===== config.mk =====
export PLATFORM = sky130hd
export DESIGN_NAME = rtc_trim_top
export DESIGN_NICKNAME = d
export VERILOG_FILES = /design/src/rtc_trim_second.v /design/src/rtc_trim_top.v
export VERILOG_INCLUDE_DIRS = /design/src
export SDC_FILE = /design/constraint.sdc
export NUM_CORES = 1
export LEC_CHECK = 0
export BUFFER_PORTS_ARGS = -buffer_cell sky130_fd_sc_hd__buf_2
export CAP_MARGIN = 20
export CORE_ASPECT_RATIO = 0.75
export CORE_MARGIN = 3
export CORE_UTILIZATION = 35
export CTS_CLUSTER_SIZE = 20
export DETAILED_ROUTE_END_ITERATION = 6
export SYNTH_ARGS = -nofsm -noshare
export SYNTH_HDL_FRONTEND = slang
export SYNTH_HIERARCHICAL = 1
export SYNTH_SLANG_ARGS = --single-unit

===== constraint.sdc =====
create_clock -name pclk -period 2.4 [get_ports pclk]
set_input_delay 0.48 -clock pclk [delete_from_list [all_inputs] [get_ports pclk]]
set_output_delay 0.48 -clock pclk [all_outputs]
set_load 0.005 [all_outputs]

===== src/rtc_trim_defs.vh =====
// constants for the rate trim and supply status block

`ifndef RTC_TRIM_DEFS_VH
`define RTC_TRIM_DEFS_VH

// ----------------------------------------------------------------
// register indices and byte addresses
// ----------------------------------------------------------------
`define IDX_RATE_TRIM       6'h07
`define IDX_CONTROL_ONE     6'h0e
`define IDX_CONTROL_TWO     6'h0f
`define ADDR_RATE_TRIM      {`IDX_RATE_TRIM, 2'b00}
`define ADDR_CONTROL_ONE    {`IDX_CONTROL_ONE, 2'b00}
`define ADDR_CONTROL_TWO    {`IDX_CONTROL_TWO, 2'b00}

// ----------------------------------------------------------------
// field positions
// ----------------------------------------------------------------
`define TRIM_INTERVAL_BIT   7
`define SUPPLY_THRESH_BIT   7
`define SUPPLY_LOW_BIT      6
`define OSC_RUN_N_BIT       5
`define POWER_UP_BIT        4
`define CLKOUT_ONE_BIT      3

// ----------------------------------------------------------------
// reset values and codes
// ----------------------------------------------------------------
`define CONTROL_ONE_RST     8'h00
`define RATE_TRIM_RST       8'h00
`define TRIM_CODE_ZERO      7'h00
`define TRIM_CODE_PLUS_ONE  7'h01
`define TRIM_CODE_MINUS_64  7'h40
`define TRIM_CODE_MINUS_63  7'h41
`define TRIM_NEG_BASE       16'h0080

// ----------------------------------------------------------------
// timing
// ----------------------------------------------------------------
`define PRESCALE_TERMINAL   16'h7fff
`define INTERVAL_SHORT      6'h14
`define INTERVAL_LONG       6'h3c
`define CLK_PERIOD_NS       5
`define OSC_HALT_TIME_NS    100000
`define OSC_HALT_CYCLES_DEF 15'h4e20 // 100 us of 5 ns cycles

`endif


===== src/rtc_trim_second.v =====
// trimmed one-second timebase from crystal edges
`timescale 1ns/1ps
`include "rtc_trim_defs.vh"

module rtc_trim_second (
	input  wire        pclk,
	input  wire        presetn,
	input  wire        xtal_rise,
	input  wire [7:0]  rate_trim,
	output reg         second_tick,
	output reg         trim_second_active
);

	reg  [15:0] presc;
	reg  [5:0]  sec_in_interval;
	reg  [15:0] terminal;
	reg  [15:0] next_terminal;
	wire [6:0]  code;
	wire [5:0]  interval_len;
	wire        wrap;

	assign code = rate_trim[6:0];

	// ----------------------------------------------------------------
	// trim code to terminal count
	// ----------------------------------------------------------------
	always @* begin
		next_terminal = `PRESCALE_TERMINAL;
		if (code == `TRIM_CODE_ZERO || code == `TRIM_CODE_PLUS_ONE ||
		    code == `TRIM_CODE_MINUS_64 || code == `TRIM_CODE_MINUS_63) begin
			next_terminal = `PRESCALE_TERMINAL;
		end else if (!code[6]) begin
			// lengthen by code minus one counts
			next_terminal = `PRESCALE_TERMINAL + {9'h000, code} - 16'h0001;
		end else begin
			// shorten by 128 minus code counts
			next_terminal = `PRESCALE_TERMINAL - `TRIM_NEG_BASE + {9'h000, code};
		end
	end

	assign interval_len = rate_trim[`TRIM_INTERVAL_BIT] ? `INTERVAL_LONG
	                                                   : `INTERVAL_SHORT;
	// >= so a shorter interval chosen mid-way still wraps
	assign wrap = (sec_in_interval >= interval_len - 6'h01);

	// ----------------------------------------------------------------
	// prescaler and interval position
	// ----------------------------------------------------------------
	always @(posedge pclk or negedge presetn) begin
		if (!presetn) begin
			presc              <= 16'h0000;
			sec_in_interval    <= 6'h00;
			terminal           <= `PRESCALE_TERMINAL;
			second_tick        <= 1'b0;
			trim_second_active <= 1'b0;
		end else begin
			second_tick <= 1'b0;
			if (xtal_rise) begin
				if (presc >= terminal) begin
					presc       <= 16'h0000;
					second_tick <= 1'b1;
					if (wrap) begin
						// first second of each interval is the trimmed one
						sec_in_interval    <= 6'h00;
						terminal           <= next_terminal;
						trim_second_active <= 1'b1;
					end else begin
						sec_in_interval    <= sec_in_interval + 6'h01;
						terminal           <= `PRESCALE_TERMINAL;
						trim_second_active <= 1'b0;
					end
				end else begin
					presc <= presc + 16'h0001;
				end
			end
		end
	end

endmodule


===== src/rtc_trim_top.v =====
// rate trim and supply status registers behind an apb slave
`timescale 1ns/1ps
`include "rtc_trim_defs.vh"

module rtc_trim_top #(
	parameter [14:0] OSC_HALT_CYCLES = `OSC_HALT_CYCLES_DEF
) (
	input  wire        pclk,
	input  wire        presetn,
	input  wire        psel,
	input  wire        penable,
	input  wire        pwrite,
	input  wire [7:0]  paddr,
	input  wire [31:0] pwdata,
	output reg  [31:0] prdata,
	output reg         pready,
	output reg         pslverr,
	input  wire        crystal_clock_in,
	input  wire        supply_below_threshold,
	input  wire        power_from_zero,
	output reg         crystal_clock_out,
	output wire        second_tick,
	output wire        trim_second_active,
	output reg         supply_threshold_select,
	output reg  [7:0]  control_one_value
);

	// ----------------------------------------------------------------
	// declarations
	// ----------------------------------------------------------------
	localparam PIN_COUNT = 3;

	wire [PIN_COUNT-1:0] pin_raw;
	reg  [PIN_COUNT-1:0] sync_a;
	reg  [PIN_COUNT-1:0] sync_b;
	reg  [PIN_COUNT-1:0] pin_last;

	wire        xtal_level;
	wire        xtal_rise;
	wire        xtal_edge;
	wire        supply_low_level;
	wire        power_rise;

	reg  [14:0] halt_count;
	wire        halt_event;
	wire        power_event;

	reg  [7:0]  control_one;
	reg  [7:0]  rate_trim;
	reg         power_up_flag;
	reg         osc_running_flag_n;
	reg         supply_low_flag;
	reg         clkout_enable_one;

	wire        access;
	wire        start;
	wire        wr_strobe;
	wire        hit_trim;
	wire        hit_one;
	wire        hit_two;
	wire        addr_hit;
	wire [7:0]  control_two_status;
	reg  [7:0]  read_byte;

	// ----------------------------------------------------------------
	// pin synchronisers
	// ----------------------------------------------------------------
	assign pin_raw = {power_from_zero, supply_below_threshold, crystal_clock_in};

	genvar gi;
	generate
		for (gi = 0; gi < PIN_COUNT; gi = gi + 1) begin : g_sync
			always @(posedge pclk or negedge presetn) begin
				if (!presetn) begin
					sync_a[gi]   <= 1'b0;
					sync_b[gi]   <= 1'b0;
					pin_last[gi] <= 1'b0;
				end else begin
					sync_a[gi]   <= pin_raw[gi];
					sync_b[gi]   <= sync_a[gi];
					pin_last[gi] <= sync_b[gi];
				end
			end
		end
	endgenerate

	assign xtal_level       = sync_b[0];
	assign supply_low_level = sync_b[1];
	assign xtal_rise        = sync_b[0] & ~pin_last[0];
	assign xtal_edge        = sync_b[0] ^ pin_last[0];
	assign power_rise       = sync_b[2] & ~pin_last[2];

	// ----------------------------------------------------------------
	// untrimmed crystal clock output
	// ----------------------------------------------------------------
	// taken before the trim logic, so its rate never moves
	always @(posedge pclk or negedge presetn) begin
		if (!presetn) begin
			crystal_clock_out <= 1'b0;
		end else begin
			crystal_clock_out <= xtal_level;
		end
	end

	// ----------------------------------------------------------------
	// oscillator halt detector
	// ----------------------------------------------------------------
	// a missing crystal edge for the whole window counts as a halt;
	// the counter parks at the limit so the event fires once per halt
	always @(posedge pclk or negedge presetn) begin
		if (!presetn) begin
			halt_count <= 15'h0000;
		end else if (xtal_edge) begin
			halt_count <= 15'h0000;
		end else if (halt_count != OSC_HALT_CYCLES) begin
			halt_count <= halt_count + 15'h0001;
		end
	end

	assign halt_event = !xtal_edge && (halt_count == OSC_HALT_CYCLES - 15'h0001);

	// ----------------------------------------------------------------
	// power-up from zero event
	// ----------------------------------------------------------------
	// the reset itself stands for the first power-up; a later pulse on
	// the detector pin repeats the same clearing, except that the
	// oscillator running flag keeps its value
	assign power_event = power_rise;

	// ----------------------------------------------------------------
	// trimmed one-second timebase
	// ----------------------------------------------------------------
	rtc_trim_second u_second (
		.pclk               (pclk),
		.presetn            (presetn),
		.xtal_rise          (xtal_rise),
		.rate_trim          (rate_trim),
		.second_tick        (second_tick),
		.trim_second_active (trim_second_active)
	);

	// ----------------------------------------------------------------
	// apb decode
	// ----------------------------------------------------------------
	// one wait state: pready rises in the second access cycle
	assign access    = psel & penable;
	assign start     = access & ~pready;
	assign wr_strobe = access & pready & pwrite;

	assign hit_trim = (paddr == `ADDR_RATE_TRIM);
	assign hit_one  = (paddr == `ADDR_CONTROL_ONE);
	assign hit_two  = (paddr == `ADDR_CONTROL_TWO);
	assign addr_hit = hit_trim | hit_one | hit_two;

	// ----------------------------------------------------------------
	// control register one
	// ----------------------------------------------------------------
	always @(posedge pclk or negedge presetn) begin
		if (!presetn) begin
			control_one <= `CONTROL_ONE_RST;
		end else if (power_event) begin
			control_one <= `CONTROL_ONE_RST;
		end else if (wr_strobe && hit_one) begin
			control_one <= pwdata[7:0];
		end
	end

	// ----------------------------------------------------------------
	// rate trim register
	// ----------------------------------------------------------------
	// the host must keep codes within -62..63 for a real correction
	always @(posedge pclk or negedge presetn) begin
		if (!presetn) begin
			rate_trim <= `RATE_TRIM_RST;
		end else if (power_event) begin
			rate_trim <= `RATE_TRIM_RST;
		end else if (wr_strobe && hit_trim) begin
			rate_trim <= pwdata[7:0];
		end
	end

	// ----------------------------------------------------------------
	// control register two: power-up flag
	// ----------------------------------------------------------------
	// set beats a clearing write in the same cycle
	always @(posedge pclk or negedge presetn) begin
		if (!presetn) begin
			power_up_flag <= 1'b1;
		end else if (power_event) begin
			power_up_flag <= 1'b1;
		end else if (wr_strobe && hit_two && !pwdata[`POWER_UP_BIT]) begin
			power_up_flag <= 1'b0;
		end
	end

	// ----------------------------------------------------------------
	// control register two: oscillator running flag
	// ----------------------------------------------------------------
	// undefined after power-up; held at zero, the safe reading.
	// a halt wins over any write in the same cycle
	always @(posedge pclk or negedge presetn) begin
		if (!presetn) begin
			osc_running_flag_n <= 1'b0;
		end else if (halt_event) begin
			osc_running_flag_n <= 1'b0;
		end else if (wr_strobe && hit_two) begin
			osc_running_flag_n <= pwdata[`OSC_RUN_N_BIT];
		end
	end

	// ----------------------------------------------------------------
	// control register two: supply low flag
	// ----------------------------------------------------------------
	// the comparator follows the threshold select output; once the
	// flag is set it stays until cleared, and a low sample wins over a clearing write
	always @(posedge pclk or negedge presetn) begin
		if (!presetn) begin
			supply_low_flag <= 1'b0;
		end else if (power_event) begin
			supply_low_flag <= 1'b0;
		end else if (supply_low_level) begin
			supply_low_flag <= 1'b1;
		end else if (wr_strobe && hit_two && !pwdata[`SUPPLY_LOW_BIT]) begin
			supply_low_flag <= 1'b0;
		end
	end

	// ----------------------------------------------------------------
	// control register two: plain control bits
	// ----------------------------------------------------------------
	always @(posedge pclk or negedge presetn) begin
		if (!presetn) begin
			supply_threshold_select <= 1'b0;
			clkout_enable_one       <= 1'b0;
		end else if (power_event) begin
			supply_threshold_select <= 1'b0;
			clkout_enable_one       <= 1'b0;
		end else if (wr_strobe && hit_two) begin
			supply_threshold_select <= pwdata[`SUPPLY_THRESH_BIT];
			clkout_enable_one       <= pwdata[`CLKOUT_ONE_BIT];
		end
	end

	// ----------------------------------------------------------------
	// status byte assembly
	// ----------------------------------------------------------------
	// alarm and periodic flags live elsewhere and read as zero here
	assign control_two_status = {supply_threshold_select,
	                             supply_low_flag,
	                             osc_running_flag_n,
	                             power_up_flag,
	                             clkout_enable_one,
	                             3'b000};

	// ----------------------------------------------------------------
	// read multiplexer
	// ----------------------------------------------------------------
	always @* begin
		read_byte = 8'h00;
		if (hit_trim) begin
			read_byte = rate_trim;
		end else if (hit_one) begin
			read_byte = control_one;
		end else if (hit_two) begin
			read_byte = control_two_status;
		end
	end

	// ----------------------------------------------------------------
	// apb answer
	// ----------------------------------------------------------------
	// prdata holds its value between transfers to keep the bus quiet
	always @(posedge pclk or negedge presetn) begin
		if (!presetn) begin
			pready  <= 1'b0;
			pslverr <= 1'b0;
			prdata  <= 32'h0000_0000;
		end else begin
			pready  <= start;
			pslverr <= start & ~addr_hit;
			if (start && !pwrite) begin
				prdata <= {24'h00_0000, read_byte};
			end
		end
	end

	// ----------------------------------------------------------------
	// control one to the alarm and periodic logic
	// ----------------------------------------------------------------
	always @(posedge pclk or negedge presetn) begin
		if (!presetn) begin
			control_one_value <= `CONTROL_ONE_RST;
		end else begin
			control_one_value <= control_one;
		end
	end

endmodule


==> impl_results.md <==
- CTS buffer count: 9
- Antenna cells: 0
- Post-DP HPWL: 7.55 mm
- Slew headroom: 0.618
- Placed cells: 747
- FF-to-FF setup slack: 0.05 ns
- Synth cell types: between 50 and 60
- Smallest hold slack: ~0.033 ns
- Lkg Pwr: 0.00309 µW
- Full die area: ~0.017 mm²
- Cell area after synthesis: between 0.005 and 0.006 mm²
- Total GRT Usage: 0.127
- Actual slew at the worst max-slew pin: about 0.57 ns
- Finished Layout Cells: about 770
- Synthesis-stage register bit count: 100
- Max-cap violations: 0
- Post-synth top area share: 0.404
- Hold buffers post-CTS: 0
- Clock tree buffer depth: 2
- Filler cell count: between 1000 and 1500
- Final setup viols: 0
- Worst Clk Skew: between 0.008 and 0.009 ns
- Vias in the first global route: between 3000 and 4000
- I/O Pins: 94
- FFs w/ async S/R, synth: 1.00
- 1st-pass router iterations: 4
- CP required: 2.67 ns
- Logic pwr share: 0.097
- Register area: around 0.0025 mm²
- 1st-iter DRT viols: 189
- Hold crit path type: in -> async
- Clock Power Share: 0.425
- Later-pin clock latency in the skew report: 0.34 ns
- Worst reg2reg path depth: 8
- Status: finished, final reports clean
- Endpoints failing hold: 0
- Fin crit share: 0.980
- Syn avg cell area: 10.5 µm²
- RR Endpoint: u_second/terminal[6]
- Share of layout cells above drive strength 1: 0.214
- CORE AREA: 0.0147 mm²
- Clock transition at path regs: 0.06 ns
- Primary FF master, synth: dfrtp_1
- Net Sw Frac: 0.234
- Top cells by area, synth: dfrtp_1 (40%), dfstp_2 (6.9%), ha_1 (6.8%)
- # H-tree levels: 3
- Crit path DAT: about 2.6 ns
- Largest net degree at the start of global routing: 57
- Cell-internal power: ~3000 µW
- Total Nets Final: 638
- Initial antenna violation count: 0
- Yosys Warn Count: 6
- CP Launch Type: flop
- CTS Root Cell: clkbuf_16
- Final GP Congestion: around 0.82
- Multi-input gate area: 0.00256 mm²
- DR WL/cell: 13.7 µm
- Vias per cell: 4.81
- Clk sinks: 100
- Starting Density: 0.363
- Sequential fraction of the synthesis area: 0.473
- GRT overflow: 0
- Switching pwr: 901 µW
- Worst r2r src: u_second/terminal[0]
- Fmax: between 400 and 500 MHz
- Port Buffer Count: 45
- Synthesized instance count: 509
- Synthesis-to-layout area growth: 15.4%
- Drt total wl: 10.5 mm
- Crit. End Element: flop
- First-pass GRT wire length: 17.5 mm
- CTS tree: yes
- Worst IR Drop VDD: 0.000378 V
- CP Max Fanout: 7
- Max-slew violation count: 0
- P per Cell Area: 627 mW/mm²
- Antenna viol nets, final: 0
- Setup TNS Final: 0 ns
- Setup CP Type: reg -> reg
- Die Ht: about 110 µm
- Flop pwr share: 0.478
- RSZ-0062 raised after global routing: true
- Via count: roughly 3700
- Post-synth EDFFs: 0
- Final min period: 2.35 ns
- Die W: 148 µm
- Post-synth top area cell: dfrtp_1
- # DRC: 0
- Site Rows: 38
==> cells by family (layout without fill, tap and decap cells) <==
kind of cell    count (synthesis)  in the layout  share of synthesized area
other cells                     1             24                   0.000704
buf+inv                        73            105                     0.0791
fa+ha+maj                      29             29                     0.0681
compound gates                 71             71                     0.0902
mux                            30             30                     0.0578
flops                         100            100                      0.473
simple gates                  177            178                      0.185
xor+xnor                       28             28                     0.0460
==> power groups by stage <==
stage / clock network (µW) / registers, µW / logic (µW)
finish: 1640 / 1840 / 374
global route: 1760 / 1860 / 430
CTS: 1700 / 1840 / 354
detailed placement: 0 / 1870 / 351
global placement: 0 / 1870 / 340
floorplan: 0 / 1840 / 264
==> critical path: stages, from the launching register on <==
cell and delay (ns):
dfstp_2 0.56, ha_4 0.19, nand2b_4 0.14, a2111oi_4 0.30, o21ai_1 0.12, a311o_1 0.42
and2_4 0.23, buf_8 0.15, a31oi_4 0.16
==> flip-flops by register name (all words and copies together) (netlist names) <==
name	flops
power_up_flag	1
pslverr	1
supply_low_flag	1
u_second/sec_in_interval	6
sync_b	1
control_one	8
halt_count	15
sync_a	3
control_one_value	8
u_second/second_tick	1
osc_running_flag_n	1
pready	1
supply_low_level	1
pin_last	1
prdata	8
xtal_level	1
u_second/trim_second_active	1
supply_threshold_select	1
crystal_clock_out	1
clkout_enable_one	1
u_second/terminal	14
rate_trim	8
u_second/presc	16
==> area by class of cell <==
cell class | instances | share of cell area
repair buffers | 60 | 0.0598
well taps | 200 | 0.0407
flip-flops and latches | 100 | 0.410
inverters | 30 | 0.0183
clock buffers | 10 | 0.0372
multi-input cells | 360 | 0.416
clock inverters | 5 | 0.0179
==> repair_timing <==
item                                    in CTS  in global routing
endpoints found under the hold margin        0                  0
endpoints found under the setup margin       0                 31
buffers inserted                             0                  2
resized for setup                            0                 12
==> per-layer routing <==
layer  vias up  track usage  part of all wire
met1      1811        0.190              0.51
met4         0       0.0258            0.0053
met2        53        0.187              0.46
li1       1815            -                 -
met5         -            0                 0
met3         4       0.0320             0.034
==> cells in the final DEF (no fill, tap or decap), types with 9 or more instances in the layout <==
| master | count |
|---|---|
| xor2_1 | 15 |
| buf_4 | 12 |
| ha_1 | 27 |
| clkbuf_16 | 9 |
| conb_1 | 24 |
| a21oi_1 | 12 |
| o21a_1 | 9 |
| and2_1 | 11 |
| dfstp_2 | 14 |
| nand2_1 | 37 |
| inv_1 | 29 |
| dfrtp_1 | 86 |
| nand3_1 | 22 |
| xnor2_1 | 13 |
| nor2_1 | 45 |
| nand4_1 | 12 |
| o21ai_0 | 16 |
| buf_2 | 44 |
| nor3_1 | 15 |
| mux2i_1 | 24 |
==> stage by stage <==
step | utilization | power, µW | instance area (µm²) | worst slack, ns
2_1_floorplan | - | 2110 | 5410 | 0.0195
3_3_place_gp | 0.387 | 2210 | 5690 | 0.0749
3_5_place_dp | 0.387 | 2220 | 5690 | 0.0511
4_1_cts | 0.411 | 3890 | 6030 | 0.0198
5_1_grt | 0.418 | 4040 | 6150 | -0.0446
6_report | 0.418 | 3850 | 6150 | 0.0482
==> synth_stat cells, types with 3 or more instances <==
cell type and instances:
dfstp_2 14, xnor2_1 13, nor4_2 3, and3_1 3, a21o_1 4, ha_1 29, nand2_1 37, o21ai_0 16
buf_4 25, mux2i_1 24, o21a_1 9, nor3_1 15, and2_1 11, a22oi_1 6, clkbuf_1 9, nand3_1 22
nand4_1 12, nor2_1 45, nand3b_1 4, a21oi_1 13, a31oi_1 8, mux2_2 6, and4_1 3, inv_1 30
dfrtp_1 86, nand2b_1 4, buf_6 7, xor2_1 15
==> worst max-delay path by stage <==
stage	startpoint	to	slack (ns)	cells after the start
2_1_floorplan	u_second/terminal[6]	u_second/trim_second_active	0.02	11
3_3_place_gp	u_second/terminal[6]	u_second/sec_in_interval[5]	0.07	8
3_5_place_dp	u_second/terminal[0]	u_second/terminal[3]	0.05	8
4_1_cts	u_second/terminal[0]	u_second/terminal[3]	0.02	8
5_1_grt	u_second/terminal[6]	u_second/terminal[6]	-0.04	9
6_report	u_second/terminal[0]	u_second/terminal[6]	0.05	8
(Power assumes the default switching activity.)
